### config.mk
export PLATFORM = sky130hd
export DESIGN_NAME = tic_irq_ctrl
export DESIGN_NICKNAME = d
export VERILOG_FILES = /design/src/rtl/tic_pkg.sv /design/src/rtl/tic_irq_ctrl.sv
export SDC_FILE = /design/constraint.sdc
export NUM_CORES = 1
export LEC_CHECK = 0
export BUFFER_PORTS_ARGS = -buffer_cell sky130_fd_sc_hd__buf_2
export CELL_PAD_IN_SITES_DETAIL_PLACEMENT = 1
export CELL_PAD_IN_SITES_GLOBAL_PLACEMENT = 1
export CORE_ASPECT_RATIO = 0.75
export CORE_MARGIN = 1
export CORE_UTILIZATION = 30
export CTS_BUF_LIST = sky130_fd_sc_hd__clkbuf_4 sky130_fd_sc_hd__clkbuf_8
export CTS_CLUSTER_SIZE = 24
export DETAILED_ROUTE_END_ITERATION = 6
export GPL_TIMING_DRIVEN = 0
export PLACE_DENSITY_LB_ADDON = 0.1
export REMOVE_ABC_BUFFERS = 1
export SYNTH_ARGS = -nofsm -noshare
export SYNTH_HDL_FRONTEND = slang
export SYNTH_SLANG_ARGS = --single-unit
### constraint.sdc
create_clock -name clk -period 2.5 [get_ports clk]
set_clock_uncertainty 0.1 [all_clocks]
set_input_delay 0.5 -clock clk [delete_from_list [all_inputs] [get_ports clk]]
set_output_delay 0.5 -clock clk [all_outputs]
set_load 0.01 [all_outputs]
### src/rtl/tic_pkg.sv
// Purpose: constants for the timer interrupt, command and flag block
// Assumes: 8-bit internal register bus, byte offsets within the timer
// Notes:   mode codes follow the event-action and waveform-mode fields
package tic_pkg;
   localparam logic [5:0] TIC_OFF_IRQ_A   = 6'h06;
   localparam logic [5:0] TIC_OFF_IRQ_B   = 6'h07;
   localparam logic [5:0] TIC_OFF_F_CLR   = 6'h08;
   localparam logic [5:0] TIC_OFF_F_SET   = 6'h09;
   localparam logic [5:0] TIC_OFF_G_CLR   = 6'h0A;
   localparam logic [5:0] TIC_OFF_G_SET   = 6'h0B;
   localparam logic [5:0] TIC_OFF_FLAGS   = 6'h0C;
   localparam logic [7:0] TIC_RST_BYTE    = 8'h00;
   // control f fields
   localparam int TIC_F_DIR  = 0;
   localparam int TIC_F_UPDATE_LOCK = 1;
   localparam int TIC_F_CMD  = 2;
   localparam int TIC_F_QIDX = 4;
   // interrupt flag fields and the control g buffer valid field
   localparam int TIC_I_OVF  = 0;
   localparam int TIC_I_ERR  = 1;
   localparam int TIC_I_CC   = 4;
   localparam int TIC_G_CCBV = 1;
   localparam logic [7:0] TIC_F_MASK     = 8'h13;
   localparam logic [7:0] TIC_G_MASK     = 8'h1F;
   localparam logic [7:0] TIC_FLAGS_MASK = 8'hF3;
   localparam logic [7:0] TIC_A_MASK     = 8'h0F;
   localparam logic [1:0] TIC_CMD_UPDATE  = 2'h1;
   localparam logic [1:0] TIC_CMD_RESTART = 2'h2;
   localparam logic [1:0] TIC_CMD_RESET   = 2'h3;
   localparam logic [2:0] TIC_EV_CAPT = 3'h1;
   localparam logic [2:0] TIC_EV_FRQ  = 3'h5;
   localparam logic [2:0] TIC_EV_PW   = 3'h6;
   localparam logic [2:0] TIC_WG_NORMAL = 3'h0;
   localparam logic [1:0] TIC_LVL_OFF   = 2'h0;
endpackage : tic_pkg

### src/rtl/tic_irq_ctrl.sv
// Purpose: interrupt levels, control f/g set-clear registers and interrupt flags of the timer
// Assumes: bus strobes and datapath events arrive on clk; one access per cycle
// Notes:   all outputs are registered, so reads and requests lag one cycle
`timescale 1ns/1ps
module tic_irq_ctrl
   import tic_pkg::*;
(
   input  wire logic       clk,
   input  wire logic       rst,
   input  wire logic [5:0] bus_addr,
   input  wire logic [7:0] bus_wdata,
   input  wire logic       bus_wr,
   input  wire logic       bus_rd,
   input  wire logic       bus_dma,
   output logic      [7:0] bus_rdata,
   input  wire logic [2:0] event_action,
   input  wire logic [2:0] waveform_mode,
   input  wire logic       timer_off,
   input  wire logic       has_waveform_extension,
   input  wire logic       update_cond,
   input  wire logic       top_event,
   input  wire logic       bottom_event,
   input  wire logic [3:0] cc_match,
   input  wire logic [3:0] cc_capture,
   input  wire logic [3:0] cc_buf_overflow,
   input  wire logic       fault_detect,
   input  wire logic       bad_index,
   input  wire logic       index_seen,
   input  wire logic       leave_zero,
   input  wire logic       hw_dir_set,
   input  wire logic       hw_dir_clr,
   input  wire logic [3:0] cc_buf_written,
   input  wire logic       per_buf_written,
   input  wire logic [3:0] cc_read,
   input  wire logic [3:0] dma_cc_access,
   input  wire logic       dma_cnt_per_write,
   input  wire logic       vec_ovf_ack,
   input  wire logic       vec_err_ack,
   input  wire logic [3:0] vec_cc_ack,
   output logic            cmd_update,
   output logic            cmd_restart,
   output logic            cmd_hard_reset,
   output logic            transfer_buffers,
   output logic      [3:0] copy_cc_buffer,
   output logic            count_down,
   output logic            quad_index_flag,
   output logic      [3:0] channel_dma_req,
   output logic            overflow_dma_req,
   output logic      [1:0] overflow_irq_level,
   output logic      [1:0] error_irq_level,
   output logic      [7:0] channel_irq_level,
   output logic            overflow_irq,
   output logic            error_irq,
   output logic      [3:0] channel_irq
);

   // ************************************************************
   // register state
   // ************************************************************
   logic [7:0] irq_level_ctrl_a_r;
   logic [7:0] irq_level_ctrl_b_r;
   logic [7:0] control_f_r;
   logic [7:0] control_f_nxt;
   logic [7:0] buffer_valid_r;
   logic [7:0] buffer_valid_nxt;
   logic [7:0] interrupt_flags_r;
   logic [7:0] interrupt_flags_nxt;

   // ************************************************************
   // address decode
   // ************************************************************
   wire cpu_wr   = bus_wr & ~bus_dma;
   wire wr_a     = bus_wr && bus_addr == TIC_OFF_IRQ_A;
   wire wr_b     = bus_wr && bus_addr == TIC_OFF_IRQ_B;
   wire wr_fclr  = bus_wr && bus_addr == TIC_OFF_F_CLR;
   wire wr_fset  = bus_wr && bus_addr == TIC_OFF_F_SET;
   wire wr_gclr  = bus_wr && bus_addr == TIC_OFF_G_CLR;
   wire wr_gset  = bus_wr && bus_addr == TIC_OFF_G_SET;
   wire wr_flags = bus_wr && bus_addr == TIC_OFF_FLAGS;
   wire unused_cpu = cpu_wr;

   wire capture_mode = event_action == TIC_EV_CAPT ||
                       event_action == TIC_EV_FRQ ||
                       event_action == TIC_EV_PW;
   wire wave_mode    = waveform_mode != TIC_WG_NORMAL;

   // ************************************************************
   // command decode
   // ************************************************************
   wire [1:0] cmd_code   = bus_wdata[TIC_F_CMD +: 2];
   wire       cmd_write  = wr_fset;
   wire       do_update  = cmd_write && cmd_code == TIC_CMD_UPDATE;
   wire       do_restart = cmd_write && cmd_code == TIC_CMD_RESTART;
   wire       do_hreset  = cmd_write && cmd_code == TIC_CMD_RESET && timer_off;
   wire       any_update = update_cond | do_update;
   // lock only holds back transfers in compare operation
   wire       xfer_ok    = any_update & (~control_f_r[TIC_F_UPDATE_LOCK] | capture_mode);

   // ************************************************************
   // control f next value
   // ************************************************************
   wire [7:0] f_set = (wr_fset ? bus_wdata & TIC_F_MASK : TIC_RST_BYTE);
   wire [7:0] f_clr = (wr_fclr ? bus_wdata & TIC_F_MASK : TIC_RST_BYTE);
   always_comb begin
      control_f_nxt = (control_f_r & ~f_clr) | f_set;
      if (hw_dir_clr)
         control_f_nxt[TIC_F_DIR] = 1'b0;
      if (hw_dir_set)
         control_f_nxt[TIC_F_DIR] = 1'b1;
      if (leave_zero)
         control_f_nxt[TIC_F_QIDX] = 1'b0;
      if (index_seen)
         control_f_nxt[TIC_F_QIDX] = 1'b1;
   end

   // ************************************************************
   // flags and buffer valid, per channel
   // ************************************************************
   wire [3:0] cc_flag_now = interrupt_flags_r[TIC_I_CC +: 4];
   wire [3:0] cc_flag_w1c = wr_flags ? bus_wdata[TIC_I_CC +: 4] : 4'h0;
   logic [3:0] cc_flag_new;
   logic [3:0] ccbv_new;

   genvar gi;
   generate
      for (gi = 0; gi < 4; gi++) begin : g_ch
         wire bv_now  = buffer_valid_r[TIC_G_CCBV + gi];
         wire bv_sw_s = wr_gset & bus_wdata[TIC_G_CCBV + gi];
         wire bv_sw_c = wr_gclr & bus_wdata[TIC_G_CCBV + gi];
         wire flag_clr = cc_flag_w1c[gi] | dma_cc_access[gi] |
                         (capture_mode ? cc_read[gi] : vec_cc_ack[gi]);
         wire bv_set   = capture_mode ? cc_capture[gi] : cc_buf_written[gi];
         wire bv_clr   = capture_mode ? flag_clr : xfer_ok;
         // capture flag follows the next valid state, else a clearing read is undone by the stale valid bit
         wire flag_set = capture_mode ? ccbv_new[gi] : cc_match[gi];
         // set wins so a same-cycle event is kept
         assign cc_flag_new[gi] = flag_set | (cc_flag_now[gi] & ~flag_clr);
         assign ccbv_new[gi]    = bv_set | bv_sw_s | (bv_now & ~bv_clr & ~bv_sw_c);
      end
   endgenerate

   wire err_set = (wave_mode & ~capture_mode & fault_detect & has_waveform_extension) |
                  (capture_mode & |cc_buf_overflow) |
                  bad_index;
   wire err_clr = vec_err_ack | (wr_flags & bus_wdata[TIC_I_ERR]);
   wire ovf_set = top_event | bottom_event;
   wire ovf_clr = vec_ovf_ack | dma_cnt_per_write | (wr_flags & bus_wdata[TIC_I_OVF]);

   wire pbv_now = buffer_valid_r[0];
   wire pbv_new = per_buf_written | (wr_gset & bus_wdata[0]) |
                  (pbv_now & ~xfer_ok & ~(wr_gclr & bus_wdata[0]));

   always_comb begin
      interrupt_flags_nxt = TIC_RST_BYTE;
      interrupt_flags_nxt[TIC_I_CC +: 4] = cc_flag_new;
      interrupt_flags_nxt[TIC_I_ERR] = err_set | (interrupt_flags_r[TIC_I_ERR] & ~err_clr);
      interrupt_flags_nxt[TIC_I_OVF] = ovf_set | (interrupt_flags_r[TIC_I_OVF] & ~ovf_clr);
      buffer_valid_nxt = TIC_RST_BYTE;
      buffer_valid_nxt[TIC_G_CCBV +: 4] = ccbv_new;
      buffer_valid_nxt[0] = pbv_new;
   end

   // ************************************************************
   // read mux
   // ************************************************************
   logic [7:0] rdata_nxt;
   always_comb begin
      unique case (bus_addr)
         TIC_OFF_IRQ_A: rdata_nxt = irq_level_ctrl_a_r;
         TIC_OFF_IRQ_B: rdata_nxt = irq_level_ctrl_b_r;
         TIC_OFF_F_CLR,
         TIC_OFF_F_SET: rdata_nxt = control_f_r & TIC_F_MASK;
         TIC_OFF_G_CLR,
         TIC_OFF_G_SET: rdata_nxt = buffer_valid_r & TIC_G_MASK;
         TIC_OFF_FLAGS: rdata_nxt = interrupt_flags_r & TIC_FLAGS_MASK;
         default:       rdata_nxt = TIC_RST_BYTE;
      endcase
      if (!bus_rd)
         rdata_nxt = TIC_RST_BYTE;
   end

   // level copies and gates use the value being written so they line up with the register
   wire [7:0] lvl_a_nxt = wr_a ? (bus_wdata & TIC_A_MASK) : irq_level_ctrl_a_r;
   wire [7:0] lvl_b_nxt = wr_b ? bus_wdata : irq_level_ctrl_b_r;
   wire [1:0] lvl_err = lvl_a_nxt[3:2];
   wire [1:0] lvl_ovf = lvl_a_nxt[1:0];
   logic [3:0] cc_irq_nxt;
   generate
      for (gi = 0; gi < 4; gi++) begin : g_irq
         assign cc_irq_nxt[gi] = interrupt_flags_nxt[TIC_I_CC + gi] &&
                                 lvl_b_nxt[2*gi +: 2] != TIC_LVL_OFF;
      end
   endgenerate

   // ************************************************************
   // registers
   // ************************************************************
   always_ff @(posedge clk or posedge rst) begin
      if (rst) begin
         irq_level_ctrl_a_r <= TIC_RST_BYTE;
         irq_level_ctrl_b_r <= TIC_RST_BYTE;
         control_f_r        <= TIC_RST_BYTE;
         buffer_valid_r     <= TIC_RST_BYTE;
         interrupt_flags_r  <= TIC_RST_BYTE;
      end else begin
         irq_level_ctrl_a_r <= lvl_a_nxt;
         irq_level_ctrl_b_r <= lvl_b_nxt;
         control_f_r       <= control_f_nxt;
         buffer_valid_r    <= buffer_valid_nxt;
         interrupt_flags_r <= interrupt_flags_nxt;
      end
   end

   always_ff @(posedge clk or posedge rst) begin
      if (rst) begin
         bus_rdata          <= TIC_RST_BYTE;
         cmd_update         <= 1'b0;
         cmd_restart        <= 1'b0;
         cmd_hard_reset     <= 1'b0;
         transfer_buffers   <= 1'b0;
         copy_cc_buffer     <= 4'h0;
         count_down         <= 1'b0;
         quad_index_flag    <= 1'b0;
         channel_dma_req    <= 4'h0;
         overflow_dma_req   <= 1'b0;
         overflow_irq_level <= 2'h0;
         error_irq_level    <= 2'h0;
         channel_irq_level  <= 8'h00;
         overflow_irq       <= 1'b0;
         error_irq          <= 1'b0;
         channel_irq        <= 4'h0;
      end else begin
         bus_rdata          <= rdata_nxt;
         cmd_update         <= do_update;
         cmd_restart        <= do_restart;
         cmd_hard_reset     <= do_hreset;
         transfer_buffers   <= xfer_ok;
         copy_cc_buffer     <= {4{xfer_ok & ~capture_mode}};
         count_down         <= control_f_nxt[TIC_F_DIR];
         quad_index_flag    <= control_f_nxt[TIC_F_QIDX];
         channel_dma_req    <= interrupt_flags_nxt[TIC_I_CC +: 4];
         overflow_dma_req   <= interrupt_flags_nxt[TIC_I_OVF];
         overflow_irq_level <= lvl_ovf;
         error_irq_level    <= lvl_err;
         channel_irq_level  <= lvl_b_nxt;
         overflow_irq       <= interrupt_flags_nxt[TIC_I_OVF] && lvl_ovf != TIC_LVL_OFF;
         error_irq          <= interrupt_flags_nxt[TIC_I_ERR] && lvl_err != TIC_LVL_OFF;
         channel_irq        <= cc_irq_nxt;
      end
   end

endmodule : tic_irq_ctrl

# Word level (Yosys, flattened, before mapping)

Index checks and enable logic that the tools add are counted.

Register bits: 61
Bits of input ports: 68
Output and inout bits: 41
Word-level logic and storage cells: 176

Equality and inequality tests: 13
Muxes and demuxes: 27
Bitwise gates (word level): 87
Reduce and logical (&&, ||, !) cells: 29

Operators with widths:

| operator           | count |
|---|---|
| $pmux 8 s5         | 1 |
| $and 1x1->1        | 34 |
| $or 1x1->1         | 32 |
| $eq 6x4->1 const B | 5 |
| $mux 1             | 20 |
| $not 1->1          | 18 |
| $logic_and 1x1->1  | 17 |
| $mux 8             | 2 |
| $eq 6x3->1 const B | 2 |
| $reduce_bool 2->1  | 6 |
| $mux 5             | 2 |
| $and 8x8->8        | 1 |
| $mux 4             | 2 |
| $not 5->8          | 1 |
| $or 8x5->8         | 1 |
| $eq 3x3->1 const B | 2 |
| $eq 2x2->1 const B | 2 |
| $reduce_or 2->1    | 2 |
| $reduce_or 4->1    | 1 |
| $eq 3x1->1 const B | 1 |
| $reduce_bool 3->1  | 1 |
| $eq 2x1->1 const B | 1 |
| $logic_or 1x1->1   | 2 |

# Longest topological paths before layout

Depth after elaboration: 13
Depth in mapped cells: 6
Gate-level depth less buffers: 4

# Worst setup path before layout

OpenSTA, ideal clock, no wires.

Path kind: input port to flip-flop
Start: input port event_action[0]
End: register channel_irq[1]
Setup time: 0.138 ns
Arrival time: 1.607 ns
Required time: 2.262 ns
Path slack: 0.655 ns
Stages: 5
Buffers on the path: 1
Cell sequence: nand3b_1 > and2_0 > clkbuf_1 > a221oi_1 > a31oi_1

Word-level cells in the longest chain between the ends: 13
Elaborated cells between the ends (all ways): 21
Those cells by class: eq/ne: 3; mux: 4; bitwise: 11; reduce/logical: 3

RTL lines:

| item                                      | line                                    | text |
|---|---|---|
| start: declaration                        | tic_irq_ctrl.sv:16                      | `input wire logic [2:0] event_action,` |
| $eq 3x1->1 or $eq 3x3->1 (tied branches)  | tic_irq_ctrl.sv:82, tic_irq_ctrl.sv:83  |  |
| $logic_or 1x1->1                          | tic_irq_ctrl.sv:82                      | `wire capture_mode = event_action == TIC_EV_CAPT \|\|` |
| $logic_or 1x1->1 (*)                      | tic_irq_ctrl.sv:83                      | `event_action == TIC_EV_FRQ \|\|` |
| $or 1x1->1 or $mux 1 (tied branches)      | tic_irq_ctrl.sv:97, tic_irq_ctrl.sv:131 |  |
| $and 1x1->1 or $or 1x1->1 (tied branches) | tic_irq_ctrl.sv:97, tic_irq_ctrl.sv:130 |  |
| $mux 1                                    | tic_irq_ctrl.sv:133                     | `wire bv_clr = capture_mode ? flag_clr : xfer_ok;` |
| $not 1->1                                 | tic_irq_ctrl.sv:138                     | `assign ccbv_new[gi] = bv_set \| bv_sw_s \| (bv_now & ~bv_clr & ~bv_sw_c);` |
| $and 1x1->1 (2 in a row)                  | tic_irq_ctrl.sv:138                     |  |
| $or 1x1->1                                | tic_irq_ctrl.sv:138                     |  |
| $mux 1                                    | tic_irq_ctrl.sv:135                     | `wire flag_set = capture_mode ? ccbv_new[gi] : cc_match[gi];` |
| $or 1x1->1 (*)                            | tic_irq_ctrl.sv:137                     | `assign cc_flag_new[gi] = flag_set \| (cc_flag_now[gi] & ~flag_clr);` |
| $logic_and 1x1->1 (*)                     | tic_irq_ctrl.sv:190                     | `assign cc_irq_nxt[gi] = interrupt_flags_nxt[TIC_I_CC + gi] &&` |
| net cc_irq_nxt[1]                         | tic_irq_ctrl.sv:187                     | `logic [3:0] cc_irq_nxt;` |
| end signal: assignment                    | tic_irq_ctrl.sv:248                     | `channel_irq <= cc_irq_nxt;` |
| end: declaration                          | tic_irq_ctrl.sv:54                      | `output logic [3:0] channel_irq` |

Mark *: on every way through the listed nets, which the timed path passes. The rest lies on a longest branch.

# Worst setup path in the final report

Start: input port event_action[2]
End: register channel_irq[0]

Same word-level chain as after synthesis.

==> out/summary.txt <==
cts-stage hold buffer count - 0
dpl ws - -0.111 ns
post-synthesis instance total - 250
Setup crit end - channel_irq[0]
cts repair resizes - 0
cell leakage power - 1.56 nW
CTS Buffer Depth - 2
Max transition margin - 46.8%
period utilization - 94.2%
unrepaired setup endpoints after global routing - no
number of synthesized flops with an enable pin - 0
WL final - 8440 um
Initial DRC Count - 137
core area - 0.00802 sq mm
antenna cells - 0
WS Path Type - primary input to flop
P&R area growth vs syn - 27.8%
DRT antenna net count - 0
Nets - 412
Final setup viols - 0
H-tree level count - 2
Worst Setup SP - event_action[2]
post-CTS setup buffer count - 0
Initial Util - 31.4%
fin worst setup slack - 0.144 ns
Synth Cell Area - 0.00252 sq mm
vias in the first global route - 2402
routability-driven placement congestion ratio - 0.789
Port Buffers - 107
CP Max Fanout - 18
CTS root buf - clkbuf_8
type of origin of the critical path - primary input
fin. max-slew vios - 0
Tmin final - 2.36 ns
most frequent cells in the layout - buf_2 (107), dfrtp_1 (45), nor2_1 (28), mux2_2 (20), nand4_1 (17)
pin count of the biggest net entering global routing - 29
CP endpoint kind - flop
First-pass DRT Iterations - 4
total I/O pin count - 109
first-pass GRT wire length - 13200 um
GR Overflow Total - 0
initial antenna violation count - 0
share of layout cells above drive strength 1 - 41.2%
r2r endpoint - buffer_valid_r[3]
Max Cap Viol - 0
via count - 2432
synthesized flop and latch total - 45
DRC violations left - 0
Final Total Pwr - 0.00185 W
YS warnings - 0
chip width - 108 um
WP data required - 2.54 ns
Peak Freq - 0.425 GHz
FF-to-FF Start - control_f_r[1]
R2R setup slack - 1.09 ns
Site Rows - 28
mean post-synth cell area - 10.1 sq um
Pwr per Cell Area - 575 mW/mm^2
Netlist cell types - 47
status - finished clean
sequential-to-total area share from yosys stat - 44.7%
Die Span Y - 81.4 um
CP Data Arrival Time - 2.40 ns
clock sink count - 45
GRT Overall Usage - 20.3%
Die ar. - 0.00878 sq mm
clk slew on worst S/H paths - 0.08 ns
Worst Tran Pin Value - 0.796 ns
ys async rst share - 100%
CTS buffer count - 5
Top FF cell, synth - dfrtp_1
CTS tree - yes
Worst-Skew Late Latency - 0.30 ns
routed length per placed instance - 18.8 um
Worst Hold Class - primary input to asynchronous set/reset pin
Peak VDD IR - 0.243 mV
cell count of the worst reg-to-reg path - 3
half-perimeter wire length after placement - 6610 um
routed vias/inst - 5.40
Final Hold Viols - 0
most common cell after layout, fill and taps aside - buf_2
## registers in the layout, summed over array words and instances, names as in the netlist
| signal | cells |
|---|---|
| bus_rdata | 8 |
| channel_irq_level | 8 |
| buffer_valid_r | 5 |
| channel_irq | 4 |
| channel_dma_req | 3 |
| control_f_r | 3 |
| interrupt_flags_r | 3 |
| irq_level_ctrl_a_r | 2 |
| cmd_hard_reset | 1 |
| cmd_restart | 1 |
| cmd_update | 1 |
| copy_cc_buffer | 1 |
| error_irq | 1 |
| error_irq_level | 1 |
| overflow_irq | 1 |
| overflow_irq_level | 1 |
| transfer_buffers | 1 |
## logic make-up (layout without fill, tap and decap cells)
family                 after synthesis  count (layout)  share of synthesized area (%)
AO/OA/AOI/OAI                       55              55                           17.2
buffers and inverters               29             124                           5.76
flip-flops                          45              45                           44.7
multiplexers                        25              25                           10.9
AND/OR/NAND/NOR                     96              96                           21.5
## where the power goes
group          total (W)  switching [W]  internal, W
sequential      0.000853      0.0000561     0.000797
combinational   0.000405       0.000220     0.000186
clock           0.000596       0.000259     0.000337
total            0.00185       0.000535      0.00132
## critical path: stages
cell and delay [ns]:
buf_2 0.10, nand3b_1 0.59, nand2_1 0.40, a221oi_1 0.61, a31oi_1 0.19
## worst min path at each step
stage                          start                     to  slack, ns  depth (start not counted)
4_1_cts                          rst   interrupt_flags_r[0]       0.09                          2
3_5_place_dp                     rst   interrupt_flags_r[0]       0.42                          2
2_1_floorplan         control_f_r[1]      copy_cc_buffer[0]       0.38                          1
3_3_place_gp   overflow_irq_level[0]  overflow_irq_level[0]       0.44                          1
5_1_grt                          rst           bus_rdata[4]       0.12                          2
6_report                         rst           bus_rdata[4]       0.09                          2
## metrics by stage
step                      utilization, %  instance area (sq um)  instances  hold slack (ns)  TNS (ns)
after CTS                           40.2                   3220        450           0.0947         0
after floorplan                        -                   2400        228            0.384         0
after detailed placement            38.7                   3100        442            0.415    -0.492
final                               40.2                   3220        450           0.0916         0
after global placement              38.3                   3070        440            0.444    -13.93
after global routing                40.2                   3220        450            0.122         0
## per-layer routing
| metal | vias to the layer above | part of all wire (%) | GRT usage (%) | wire length [um] |
|---|---|---|---|---|
| li1 | 1133 | - | - | - |
| met1 | 1203 | 49 | 30.3 | 4150 |
| met2 | 94 | 43 | 30.6 | 3610 |
| met3 | 2 | 7.7 | 3.93 | 653 |
| met4 | 0 | 0.31 | 2.88 | 26 |
| met5 | - | 0 | 0 | 0 |
## final cells by class
type                    count  area (sq um)
inverters                   7          26.3
multi-input cells         176          1260
repair buffers            109           563
fillers                   986          4800
clock buffers               7          90.1
flip-flops and latches     45          1130
clock inverters             1          30.0
well taps                 105           131
## Yosys cell counts (all sizes together), types with 4 or more instances
| cell | n | share of area [%] |
|---|---|---|
| dfrtp | 45 | 45 |
| nor2 | 28 | 4.2 |
| mux2 | 20 | 8.9 |
| nand4 | 18 | 4.7 |
| buf | 15 | 3.7 |
| a221oi | 9 | 3.1 |
| nand2 | 9 | 1.3 |
| nand3 | 9 | 1.8 |
| a22oi | 8 | 2.4 |
| clkbuf | 7 | 1.0 |
| inv | 7 | 1.0 |
| nor2b | 6 | 1.5 |
| o21ai | 6 | 1.2 |
| a211oi | 5 | 2.0 |
| a31oi | 5 | 1.2 |
| and2 | 5 | 1.2 |
| and3 | 5 | 1.2 |
| mux2i | 5 | 2.0 |
| a21boi | 4 | 1.2 |
| nand4b | 4 | 1.4 |
(Power assumes the default switching activity.)
